[config.mk]
export PLATFORM = sky130hd
export DESIGN_NAME = mcr_misc_regs
export DESIGN_NICKNAME = d
export VERILOG_FILES = /design/src/mcr_pkg.sv /design/src/mcr_backlight_pwm.sv /design/src/mcr_irq_unit.sv /design/src/mcr_misc_regs.sv
export SDC_FILE = /design/constraint.sdc
export NUM_CORES = 1
export LEC_CHECK = 0
export BUFFER_PORTS_ARGS = -buffer_cell sky130_fd_sc_hd__clkbuf_2
export CAP_MARGIN = 10
export CORE_MARGIN = 3
export CORE_UTILIZATION = 30
export CTS_CLUSTER_SIZE = 10
export DETAILED_ROUTE_END_ITERATION = 8
export PLACE_DENSITY = 0.56
export SYNTH_ARGS = -nofsm -noshare
export SYNTH_HDL_FRONTEND = slang
export SYNTH_SLANG_ARGS = --single-unit
[constraint.sdc]
create_clock -name clk -period 6.63 [get_ports clk]
set_input_delay 0.663 -clock clk [delete_from_list [all_inputs] [get_ports clk]]
set_output_delay 0.663 -clock clk [all_outputs]
set_load 0.03 [all_outputs]
[src/mcr_pkg.sv]
// mcr_pkg: shared constants of the misc control register bank
package mcr_pkg;

    // ------------------------------------------------
    // bus geometry
    // ------------------------------------------------
    localparam int ADDR_W = 12; // byte address width
    localparam int DATA_W = 32; // bus data width

    // ------------------------------------------------
    // register byte offsets
    // ------------------------------------------------
    localparam logic [11:0] OFS_ENGINE_RESET = 12'h020;
    localparam logic [11:0] OFS_IRQ_FLAGS = 12'h0a8;
    localparam logic [11:0] OFS_IRQ_GLOBAL = 12'h0ac;
    localparam logic [11:0] OFS_IRQ_SOURCE = 12'h0b0;
    localparam logic [11:0] OFS_BL_FREQ = 12'h0d0;
    localparam logic [11:0] OFS_BL_DUTY = 12'h0d4;
    localparam logic [11:0] OFS_SUBST_0 = 12'h0d8;
    localparam logic [11:0] OFS_SUBST_1 = 12'h0dc;

    // ------------------------------------------------
    // field positions and widths
    // ------------------------------------------------
    localparam int BIT_COPROC = 0; // command engine reset
    localparam int BIT_TOUCH = 1; // touch engine reset
    localparam int BIT_AUDIO = 2; // audio engine reset
    localparam int BIT_GLOBAL_EN = 0; // global irq enable
    localparam int ENG_W = 3; // engine reset field
    localparam int IRQ_W = 8; // interrupt sources
    localparam int FREQ_W = 14; // pwm frequency field
    localparam int DUTY_W = 8; // pwm duty field
    localparam int DL_ADDR_W = 13; // display list index

    // ------------------------------------------------
    // reset values
    // ------------------------------------------------
    localparam logic [2:0] RST_ENGINE = 3'h0;
    localparam logic [7:0] RST_IRQ_MASK = 8'hff;
    localparam logic [13:0] RST_BL_FREQ = 14'h00fa;
    localparam logic [7:0] RST_BL_DUTY = 8'h80;
    localparam logic [31:0] RST_WORD = 32'h0000_0000;

    // ------------------------------------------------
    // backlight pwm timing
    // ------------------------------------------------
    localparam logic [31:0] CLK_HZ = 32'h0262_5a00; // 40 MHz system clock
    localparam logic [7:0] DUTY_FULL = 8'h80; // full brightness step count
    localparam int DUTY_SHIFT = 7; // divide by 128

endpackage : mcr_pkg

[src/mcr_backlight_pwm.sv]
// mcr_backlight_pwm: backlight pwm driven by a frequency in hertz
module mcr_backlight_pwm #(
    parameter logic [31:0] CLK_HZ = mcr_pkg::CLK_HZ
) (
    input wire logic clk,
    input wire logic reset_n,
    input wire logic [13:0] freq_hz,
    input wire logic [7:0] duty,
    output logic pwm_out
);

    // ------------------------------------------------
    // phase accumulator
    // ------------------------------------------------
    // the phase grows by freq_hz each clock and wraps at CLK_HZ,
    // so one wrap equals one pwm period with no divider needed;
    // CLK_HZ must stay above the largest frequency or the phase never settles
    logic [31:0] phase_reg;
    logic [32:0] phase_sum;
    logic [7:0] duty_clip; // duty above 128 acts as 128
    logic [39:0] phase_scaled; // phase times 128
    logic [39:0] duty_scaled; // duty times clock rate

    assign phase_sum = {1'b0, phase_reg} + {19'h0_0000, freq_hz};
    assign duty_clip = (duty > mcr_pkg::DUTY_FULL) ? mcr_pkg::DUTY_FULL : duty;
    assign phase_scaled = {8'h00, phase_reg} << mcr_pkg::DUTY_SHIFT;
    assign duty_scaled = {32'h0000_0000, duty_clip} * {8'h00, CLK_HZ};

    // advance the phase and wrap it once per period
    always_ff @(posedge clk) begin
        if (!reset_n) begin
            phase_reg <= 32'h0000_0000;
        end else if (phase_sum >= {1'b0, CLK_HZ}) begin
            phase_reg <= 32'(phase_sum - {1'b0, CLK_HZ});
        end else begin
            phase_reg <= phase_sum[31:0];
        end
    end

    // high for duty/128 of each period; duty 0 never high [RULE15] [RULE6]
    always_ff @(posedge clk) begin
        if (!reset_n) begin
            pwm_out <= 1'b0;
        end else begin
            pwm_out <= (phase_scaled < duty_scaled);
        end
    end

endmodule : mcr_backlight_pwm

[src/mcr_irq_unit.sv]
// mcr_irq_unit: sticky interrupt flags, source mask and global enable
module mcr_irq_unit #(
    parameter int N_SRC = mcr_pkg::IRQ_W
) (
    input wire logic clk,
    input wire logic reset_n,
    input wire logic [N_SRC-1:0] src_event,
    input wire logic flags_read,
    input wire logic [N_SRC-1:0] src_mask,
    input wire logic global_en,
    output logic [N_SRC-1:0] flags,
    output logic irq_out
);

    // ------------------------------------------------
    // sticky flags
    // ------------------------------------------------
    logic [N_SRC-1:0] flags_next;

    // a read clears the flags, but an event in that same cycle survives
    always_comb begin
        flags_next = flags;
        if (flags_read) begin
            flags_next = '0; // [RULE14]
        end
        flags_next = flags_next | src_event;
    end

    always_ff @(posedge clk) begin
        if (!reset_n) begin
            flags <= '0;
        end else begin
            flags <= flags_next;
        end
    end

    // ------------------------------------------------
    // interrupt output
    // ------------------------------------------------
    // masked flags gated by the global enable [RULE11] [RULE13] [RULE16]
    always_ff @(posedge clk) begin
        if (!reset_n) begin
            irq_out <= 1'b0;
        end else begin
            irq_out <= global_en & (|(flags & src_mask));
        end
    end

endmodule : mcr_irq_unit

[src/mcr_misc_regs.sv]
// mcr_misc_regs: misc control register bank on a classic wishbone slave
//
// Function
// RULE1 - bits 0,1,2: command, touch, audio engine
// RULE2 - write one holds reset, zero releases
// RULE3 - read shows one while engine held
// RULE4 - parameter one substitutes second word
// RULE5 - parameter zero substitutes first word
// RULE6 - duty 0 off, 128 full brightness
// RULE7 - duty in low eight bits only
// RULE8 - frequency is fourteen bits, in hertz
// RULE9 - backlight runs 250 Hz after reset
// RULE10 - software keeps frequency at least 25 Hz
// RULE11 - mask bit one passes its source
// RULE12 - all mask bits one after reset
// RULE13 - global enable bit 0 gates interrupt
// RULE14 - flags clear on read, never written
// RULE15 - high time is duty over 128
// RULE16 - interrupt when enabled masked flag set
//
// Implementation choice: the Wishbone slave port.
module mcr_misc_regs #(
    parameter logic [31:0] CLK_HZ = mcr_pkg::CLK_HZ
) (
    input wire logic clk,
    input wire logic reset_n,
    // classic wishbone slave
    input wire logic wb_cyc,
    input wire logic wb_stb,
    input wire logic wb_we,
    input wire logic [11:0] wb_adr,
    input wire logic [3:0] wb_sel,
    input wire logic [31:0] wb_dat_w,
    output logic [31:0] wb_dat_r,
    output logic wb_ack,
    // engine reset holds
    output logic coproc_reset,
    output logic touch_reset,
    output logic audio_reset,
    // display list substitution
    input wire logic subst_req,
    input wire logic subst_param,
    input wire logic [12:0] subst_addr,
    output logic dl_wr_en,
    output logic [12:0] dl_wr_addr,
    output logic [31:0] dl_wr_data,
    // interrupt sources and output
    input wire logic [7:0] irq_event,
    output logic irq_out,
    // backlight pin
    output logic backlight_pwm
);

    // ------------------------------------------------
    // helper functions
    // ------------------------------------------------

    // merge write data into an old word by byte lanes
    function automatic logic [31:0] lane_merge(
        input logic [31:0] old_word,
        input logic [31:0] new_word,
        input logic [3:0] sel
    );
        logic [31:0] res;
        res = old_word;
        for (int i = 0; i < 4; i++) begin
            if (sel[i]) begin
                res[8*i +: 8] = new_word[8*i +: 8];
            end
        end
        return res;
    endfunction : lane_merge

    // word decode that ignores the two byte address bits
    function automatic logic hit(
        input logic [11:0] adr,
        input logic [11:0] ofs
    );
        return adr[11:2] == ofs[11:2];
    endfunction : hit

    // ------------------------------------------------
    // register state
    // ------------------------------------------------
    logic [2:0] engine_reset_reg; // engine reset holds
    logic irq_global_reg; // global interrupt enable
    logic [7:0] irq_mask_reg; // per source enables
    logic [13:0] bl_freq_reg; // pwm frequency, hertz
    logic [7:0] bl_duty_reg; // pwm duty steps
    logic [31:0] subst0_reg; // substitution word 0
    logic [31:0] subst1_reg; // substitution word 1
    logic ack_reg; // bus answer
    logic [31:0] rd_reg; // bus read data
    logic [31:0] rd_next; // read data mux
    logic [7:0] irq_flags; // sticky flags from irq unit
    logic irq_reg; // interrupt level from irq unit
    logic pwm_reg; // pwm level from pwm unit

    // ------------------------------------------------
    // bus access decode
    // ------------------------------------------------
    logic bus_take; // request taken this edge
    logic wr_take; // write taken this edge
    logic rd_take; // read taken this edge
    logic flags_rd; // flag register read this edge
    logic [31:0] wr_merged_eng; // merged write, engine reg
    logic [31:0] wr_merged_glb; // merged write, global enable
    logic [31:0] wr_merged_msk; // merged write, mask
    logic [31:0] wr_merged_frq; // merged write, frequency
    logic [31:0] wr_merged_dty; // merged write, duty

    // a request is taken in the cycle before ack; ack then drops
    // for one cycle, so every access costs exactly two edges
    assign bus_take = wb_cyc & wb_stb & ~ack_reg;
    assign wr_take = bus_take & wb_we;
    assign rd_take = bus_take & ~wb_we;
    assign flags_rd = rd_take & hit(wb_adr, mcr_pkg::OFS_IRQ_FLAGS);

    // narrow registers merge against zero-extended old values
    assign wr_merged_eng = lane_merge({29'h0, engine_reset_reg}, wb_dat_w, wb_sel);
    assign wr_merged_glb = lane_merge({31'h0, irq_global_reg}, wb_dat_w, wb_sel);
    assign wr_merged_msk = lane_merge({24'h00_0000, irq_mask_reg}, wb_dat_w, wb_sel);
    assign wr_merged_frq = lane_merge({18'h0_0000, bl_freq_reg}, wb_dat_w, wb_sel);
    assign wr_merged_dty = lane_merge({24'h00_0000, bl_duty_reg}, wb_dat_w, wb_sel);

    // ------------------------------------------------
    // bus answer
    // ------------------------------------------------

    // one ack per taken request, mapped or not
    always_ff @(posedge clk) begin
        if (!reset_n) begin
            ack_reg <= 1'b0;
        end else begin
            ack_reg <= bus_take;
        end
    end

    // ------------------------------------------------
    // engine reset holds
    // ------------------------------------------------

    // one bit per engine, each drives only its own hold [RULE1] [RULE2]
    always_ff @(posedge clk) begin
        if (!reset_n) begin
            engine_reset_reg <= mcr_pkg::RST_ENGINE;
        end else if (wr_take && hit(wb_adr, mcr_pkg::OFS_ENGINE_RESET)) begin
            engine_reset_reg <= wr_merged_eng[2:0];
        end
    end

    // hold outputs are registered copies of the register bits, one clock later
    always_ff @(posedge clk) begin
        if (!reset_n) begin
            coproc_reset <= 1'b0;
            touch_reset <= 1'b0;
            audio_reset <= 1'b0;
        end else begin
            coproc_reset <= engine_reset_reg[mcr_pkg::BIT_COPROC]; // [RULE1]
            touch_reset <= engine_reset_reg[mcr_pkg::BIT_TOUCH]; // [RULE1]
            audio_reset <= engine_reset_reg[mcr_pkg::BIT_AUDIO]; // [RULE1]
        end
    end

    // ------------------------------------------------
    // interrupt enables
    // ------------------------------------------------

    // global enable, bit 0 only
    always_ff @(posedge clk) begin
        if (!reset_n) begin
            irq_global_reg <= 1'b0;
        end else if (wr_take && hit(wb_adr, mcr_pkg::OFS_IRQ_GLOBAL)) begin
            irq_global_reg <= wr_merged_glb[mcr_pkg::BIT_GLOBAL_EN]; // [RULE13]
        end
    end

    // source mask starts all open [RULE12]
    always_ff @(posedge clk) begin
        if (!reset_n) begin
            irq_mask_reg <= mcr_pkg::RST_IRQ_MASK; // [RULE12]
        end else if (wr_take && hit(wb_adr, mcr_pkg::OFS_IRQ_SOURCE)) begin
            irq_mask_reg <= wr_merged_msk[7:0]; // [RULE11]
        end
    end

    // ------------------------------------------------
    // backlight settings
    // ------------------------------------------------

    // frequency in hertz; values under 25 Hz are the caller's fault
    // and are stored as given, the pwm simply runs slower [RULE10]
    always_ff @(posedge clk) begin
        if (!reset_n) begin
            bl_freq_reg <= mcr_pkg::RST_BL_FREQ; // [RULE9]
        end else if (wr_take && hit(wb_adr, mcr_pkg::OFS_BL_FREQ)) begin
            bl_freq_reg <= wr_merged_frq[13:0]; // [RULE8]
        end
    end

    // duty holds eight bits; values above 128 clip in the pwm unit
    always_ff @(posedge clk) begin
        if (!reset_n) begin
            bl_duty_reg <= mcr_pkg::RST_BL_DUTY;
        end else if (wr_take && hit(wb_adr, mcr_pkg::OFS_BL_DUTY)) begin
            bl_duty_reg <= wr_merged_dty[7:0]; // [RULE7]
        end
    end

    // ------------------------------------------------
    // substitution words
    // ------------------------------------------------

    // word 0, full width
    always_ff @(posedge clk) begin
        if (!reset_n) begin
            subst0_reg <= mcr_pkg::RST_WORD;
        end else if (wr_take && hit(wb_adr, mcr_pkg::OFS_SUBST_0)) begin
            subst0_reg <= lane_merge(subst0_reg, wb_dat_w, wb_sel);
        end
    end

    // word 1, full width
    always_ff @(posedge clk) begin
        if (!reset_n) begin
            subst1_reg <= mcr_pkg::RST_WORD;
        end else if (wr_take && hit(wb_adr, mcr_pkg::OFS_SUBST_1)) begin
            subst1_reg <= lane_merge(subst1_reg, wb_dat_w, wb_sel);
        end
    end

    // ------------------------------------------------
    // display list substitution write
    // ------------------------------------------------

    // the builder asks once per substitution command; the chosen word
    // goes out one cycle later in place of the command
    always_ff @(posedge clk) begin
        if (!reset_n) begin
            dl_wr_en <= 1'b0;
            dl_wr_addr <= 13'h0000;
            dl_wr_data <= mcr_pkg::RST_WORD;
        end else begin
            dl_wr_en <= subst_req;
            if (subst_req) begin
                dl_wr_addr <= subst_addr;
                if (subst_param) begin
                    dl_wr_data <= subst1_reg; // [RULE4]
                end else begin
                    dl_wr_data <= subst0_reg; // [RULE5]
                end
            end
        end
    end

    // ------------------------------------------------
    // read data
    // ------------------------------------------------

    // unmapped addresses and reserved bits read as zero
    always_comb begin
        rd_next = 32'h0000_0000;
        if (hit(wb_adr, mcr_pkg::OFS_ENGINE_RESET)) begin
            rd_next[2:0] = engine_reset_reg; // [RULE3]
        end else if (hit(wb_adr, mcr_pkg::OFS_IRQ_FLAGS)) begin
            rd_next[7:0] = irq_flags;
        end else if (hit(wb_adr, mcr_pkg::OFS_IRQ_GLOBAL)) begin
            rd_next[mcr_pkg::BIT_GLOBAL_EN] = irq_global_reg;
        end else if (hit(wb_adr, mcr_pkg::OFS_IRQ_SOURCE)) begin
            rd_next[7:0] = irq_mask_reg;
        end else if (hit(wb_adr, mcr_pkg::OFS_BL_FREQ)) begin
            rd_next[13:0] = bl_freq_reg;
        end else if (hit(wb_adr, mcr_pkg::OFS_BL_DUTY)) begin
            rd_next[7:0] = bl_duty_reg;
        end else if (hit(wb_adr, mcr_pkg::OFS_SUBST_0)) begin
            rd_next = subst0_reg;
        end else if (hit(wb_adr, mcr_pkg::OFS_SUBST_1)) begin
            rd_next = subst1_reg;
        end
    end

    // read data is captured at the taking edge and held until the
    // next read, which keeps the flag value that the read cleared
    always_ff @(posedge clk) begin
        if (!reset_n) begin
            rd_reg <= 32'h0000_0000;
        end else if (rd_take) begin
            rd_reg <= rd_next;
        end
    end

    // ------------------------------------------------
    // interrupt unit
    // ------------------------------------------------

    // writes to the flag register are acked and dropped [RULE14]
    mcr_irq_unit #(
        .N_SRC(mcr_pkg::IRQ_W)
    ) u_irq (
        .clk(clk),
        .reset_n(reset_n),
        .src_event(irq_event),
        .flags_read(flags_rd),
        .src_mask(irq_mask_reg),
        .global_en(irq_global_reg),
        .flags(irq_flags),
        .irq_out(irq_reg)
    );

    // ------------------------------------------------
    // backlight pwm
    // ------------------------------------------------

    // settings change the pwm at once, not at a period edge; a
    // glitch of one period is traded for a much smaller unit
    mcr_backlight_pwm #(
        .CLK_HZ(CLK_HZ)
    ) u_pwm (
        .clk(clk),
        .reset_n(reset_n),
        .freq_hz(bl_freq_reg),
        .duty(bl_duty_reg),
        .pwm_out(pwm_reg)
    );

    // ------------------------------------------------
    // outputs
    // ------------------------------------------------
    assign wb_ack = ack_reg;
    assign wb_dat_r = rd_reg;
    assign irq_out = irq_reg;
    assign backlight_pwm = pwm_reg;

endmodule : mcr_misc_regs

Word-level counts from Yosys, hierarchy flattened
Index checks and enable logic that the tools add are counted.
{"block": "word_totals", "reg_bits": 222, "input_bits": 76, "output_inout_bits": 84, "word_cells": 105}
{"block": "op_classes", "addsub": 2, "n_mul": 1, "n_lt_le_gt_ge": 3, "n_eq_ne": 8, "mux": 33, "n_bitwise": 10, "reduce_logical": 22}
{"cell": "two-way mux 32 bit", "count": 10}
{"cell": "two-way mux 24 bit", "count": 8}
{"cell": "== test 10 x 6 -> 1 bit, second input constant", "count": 7}
{"cell": "two-way mux 14 bit", "count": 5}
{"cell": "two-way mux 8 bit", "count": 5}
{"cell": "less-than comparator 39 x 34 -> 1 bit", "count": 1}
{"cell": "adder 32 x 14 -> 33 bit", "count": 1}
{"cell": ">= comparator 33 x 26 -> 1 bit, second input constant", "count": 1}
{"cell": "subtractor 32 x 26 -> 32 bit, second input constant", "count": 1}
{"cell": "two-way mux 31 bit", "count": 1}
{"cell": "two-way mux 29 bit", "count": 1}
{"cell": "AND reduction 2 bit", "count": 14}
{"cell": "multiplier 8 x 17 -> 25 bit, second input constant", "count": 1}
{"cell": "two-way mux 18 bit", "count": 1}
{"cell": "== test 10 x 4 -> 1 bit, second input constant", "count": 1}
{"cell": "AND 8 bit", "count": 1}
{"cell": "greater-than comparator 8 bit, second input constant", "count": 1}
{"cell": "OR 8 bit", "count": 1}
{"cell": "OR reduction 8 bit", "count": 1}
{"cell": "logical AND 1 bit", "count": 7}
{"cell": "AND 1 bit", "count": 6}
{"cell": "two-way mux 3 bit", "count": 1}
{"cell": "inverter 1 bit", "count": 2}
{"cell": "two-way mux 1 bit", "count": 1}

Logic depth before layout (Yosys ltp)
{"block": "logic_depth", "depth_word": 24, "mapped_depth": 30}

Modules after synthesis
A second synthesis with hierarchy kept.
{"block": "hier_totals", "cells_unflattened": 1474, "hier_area_um2": 13168.9}
{"mod": "mcr_misc_regs", "instances": 1, "cells_per_inst": 809, "area_per_inst_um2": 7448.4, "seq_area_each_um2": 3603.5}
{"mod": "mcr_backlight_pwm", "instances": 1, "cells_per_inst": 633, "area_per_inst_um2": 5380.2, "seq_area_each_um2": 660.6}
{"mod": "mcr_irq_unit", "instances": 1, "cells_per_inst": 32, "area_per_inst_um2": 340.3, "seq_area_each_um2": 180.2}

Worst setup path before layout
No wires, ideal clock.
{"block": "synth_path", "path_kind": "register -> register", "start": "reg bl_duty_reg[7]", "end": "reg u_pwm.pwm_out", "arrival_ns": 5.574, "t_required_ns": 6.556, "slack_ns": 0.982, "stages_incl_launch_ff": 31, "period_less_slack_ns": 5.648, "cell_sequence": "dfxtp_1 > clkbuf_1 > nand2b_1 > inv_1 > ha_1 > ha_1 > inv_1 > fa_1 > fa_1 > inv_1 > ha_1 > a21o_1 > a21oi_1 > o21bai_1 > a21oi_1 > o21bai_1 > nand4_1 > a21boi_0 > o21ai_0 > o21ai_0 > ha_1 > a21o_1 > a21o_1 > a21o_1 > a21oi_1 > nor2b_1 > o21ai_0 > nand2b_1 > a21oi_1 > o41ai_1 > a31oi_1"}
{"block": "synth_via", "elab_chain_cells": 4}
{"item": "start, declared", "line_no": "mcr_misc_regs.sv:89", "text": "logic [7:0] bl_duty_reg;"}
{"item": "start signal, assigned", "line_no": "mcr_misc_regs.sv:204", "text": "bl_duty_reg <= mcr_pkg::RST_BL_DUTY;"}
{"item": "start signal, assigned", "line_no": "mcr_misc_regs.sv:206", "text": "bl_duty_reg <= wr_merged_dty[7:0];"}
{"item": "greater-than comparator 8 bit", "line_no": "mcr_backlight_pwm.sv:25", "text": "assign duty_clip = (duty > mcr_pkg::DUTY_FULL) ? mcr_pkg::DUTY_FULL : duty;"}
{"item": "two-way mux 8 bit *", "line_no": "mcr_backlight_pwm.sv:25"}
{"item": "multiplier 8 x 17 -> 25 bit *", "line_no": "mcr_backlight_pwm.sv:27", "text": "assign duty_scaled = {32'h0000_0000, duty_clip} * {8'h00, CLK_HZ};"}
{"item": "less-than comparator 39 x 34 -> 1 bit *", "line_no": "mcr_backlight_pwm.sv:45", "text": "pwm_out <= (phase_scaled < duty_scaled);"}
{"item": "end signal, assigned", "line_no": "mcr_backlight_pwm.sv:45"}
{"item": "end, declared", "line_no": "mcr_backlight_pwm.sv:9", "text": "output logic pwm_out"}
Every way passes the cells marked *; elsewhere a longest branch is shown, timed or not.
A chain may end at the register's enable or synchronous reset.

Worst setup path after layout
Same ends and word-level chain as after synthesis.

==> reports/results.ini <==
[critical_path]
startpoint_type=flip-flop
slowest_stage=fa_1
crit_fanout=10
cp.arrival_ns=6.48
end_kind=flip-flop
required_ns=7.09
crit_type=flip-flop to flip-flop
cpPeakStageDelay_ns=0.52

[timing]
min_period_ns=6.01
fin_crit_sh_pct=90.7
finalSetupTns_ns=0
rsz0062_at_grt=no
max_freq_mhz=166
finalSetupViolations=0
slew-limit-headroom_pct=26.5
hold_violations=0
finalMaxSlewViolations=0
tightest_slew_ns=1.09
fin_skew_ns=0.00873

[clock_network]
postCtsSetupBuffers=0
clk_latency_ns=0.55
htree_levels=1
cts_tree=built
max-clock-path-buffers=3
clock_sinks=222
numCtsBuffers=27
cts_root_buf=clkbuf_16
clk_pin_slew_ns=0.06

[floorplanning]
ios=160
dieWidth_um=214
core_um2=42400
die-area_um2=45900
rows=75
die_h_um=214
start_util_pct=30.7

[grt]
grt_pass1_wl_mm=59.7
track_usage_pct=15.5
grt_max_degree=121
grt_pass1_vias=11182
grt.overflow.total=0
antenna_found_initial=1

[routing]
postRouteWirelength_mm=36.6
vias=11337
viasPerCell=5.02
first_pass_iters=7
drtIter0Drc=604
ant_nets=0
drcViolationCount=0
routedWlPerCell_um=16.2

[placed_design]
numPortBuffers=157
dp_cells=2219
place_hpwl_mm=26.6
gp_congestion=0.844

[flow_run]
max-cap-violations=0

[synthesis]
synth-seq-cells=222
async_flop_share_pct=0
synth_edf_count=0
synth_cell_type_count=83
synth_nets=1746
syn_area_um2=13000
netlist_instances=1544
ys_seq_area_share_pct=34.2
ys.flop_type=dfxtp_1
yosysWarningCount=0
synth_area_per_cell_um2=8.42

[power_and_ir_drop]
pwr-share-comb_pct=28.1
power_frac_clock_pct=33.6
p_switching_uw=1370
netSwitchingFraction_pct=33.6
power.density_nw_per_um2=270
p_int_uw=2710
fin_total_pwr_uw=4080
seq_power_share_pct=38.2
peakVddDrop_mv=0.193
p_leak_uw=0.00653

[worst_hold_path]
hp-class=input port to flip-flop

[layout]
layout-drive-gt1-share_pct=14.5
fin_cells=2257
num_antenna_cells=0
final_common_cell=dfxtp_1
fin_util_pct=35.7
area_delta_synth_final_pct=16.3
layout_common_cells=dfxtp_1, nand2_1, nor2_1
nets=1873

[run_status]
status=complete, no violations

-- per-layer routing --
metal / vias to the layer above / wire length, µm / global-route usage [%]
met5: - / 9 / 0
met4: 2 / 807 / 3.68
met3: 55 / 2500 / 3.97
met2: 260 / 17000 / 25.9
met1: 5359 / 16200 / 20.1
li1: 5661 / - / -
-- critical path, delay by kind of cell, from the launching register on --
kind                     cells  cell delay, ns
AND/OR/NAND/NOR              4            0.41
flip-flops                   1            0.41
adder cells (fa/ha/maj)      6            2.30
AO/OA/AOI/OAI               16            2.56
buffers and inverters        3            0.22
-- final timing paths --
| kind | start | endpoint | slack [ns] | cells past startpoint |
|---|---|---|---|---|
| setup / recovery | bl_duty_reg[7] | u_pwm.pwm_out | 0.62 | 29 |
| hold / removal | irq_event[4] | u_irq.flags[4] | 0.32 | 3 |
| setup reg to reg | bl_duty_reg[7] | u_pwm.pwm_out | 0.62 | 29 |
| hold reg to reg | subst0_reg[24] | subst0_reg[24] | 0.46 | 2 |
-- area by class of cell --
| cell class | count | area, µm² |
|---|---|---|
| Clock inverter | 3 | 55.1 |
| Multi-Input combinational cell | 1185 | 8040 |
| Tap cell | 577 | 722 |
| Inverter | 65 | 249 |
| Timing Repair Buffer | 170 | 883 |
| Sequential cell | 222 | 4450 |
| Fill cell | 4523 | 27300 |
| Clock buffer | 35 | 736 |
-- metrics by stage --
step	setup slack (ns)	instance area [µm²]	hold slack (ns)
after floorplan	0.982	13000	0.428
after global placement	0.525	14300	0.452
after detailed placement	0.432	14300	0.457
after CTS	0.385	15100	0.300
after global routing	0.00464	15100	0.318
final	0.615	15100	0.322
-- cells by family (layout without fill, tap and decap cells) --
kind of cell | after synthesis | after routing | share of synthesized area (%)
AOI/OAI and AO/OA | 343 | 343 | 16.9
xor gates and xnor gates | 53 | 53 | 3.57
adders and majority gates | 126 | 126 | 13.2
buffers and inverters | 137 | 273 | 4.06
DFF | 222 | 222 | 34.2
muxes | 101 | 101 | 8.54
other | 1 | 1 | 0.0288
and+or+nand+nor | 561 | 561 | 19.6
-- power groups by stage --
stage / clock (µW) / sequential [µW] / combinational, µW
after CTS: 1420 / 1560 / 1150
final: 1370 / 1560 / 1150
after global routing: 1470 / 1580 / 1290
after floorplan: 0 / 1570 / 870
after global placement: 0 / 1590 / 1120
after detailed placement: 0 / 1590 / 1140
-- cell usage after synthesis, types with 25 or more instances --
cell type,n,area (µm²)
a211oi_1,35,263
a21oi_1,159,796
clkbuf_1,54,203
dfxtp_1,222,4440
ha_1,107,1340
inv_1,64,240
mux2i_1,93,931
nand2_1,214,803
nand3_1,39,195
nor2_1,173,649
o21ai_0,27,135
xnor2_1,28,245
xor2_1,25,219
-- repair_timing --
action                                  CTS  global route
resized for setup                         0             2
hold endpoints to repair                  0             0
hold buffers                              0             0
endpoints found under the setup margin    0             1
No activity file was read; power rests on OpenSTA's default activity.
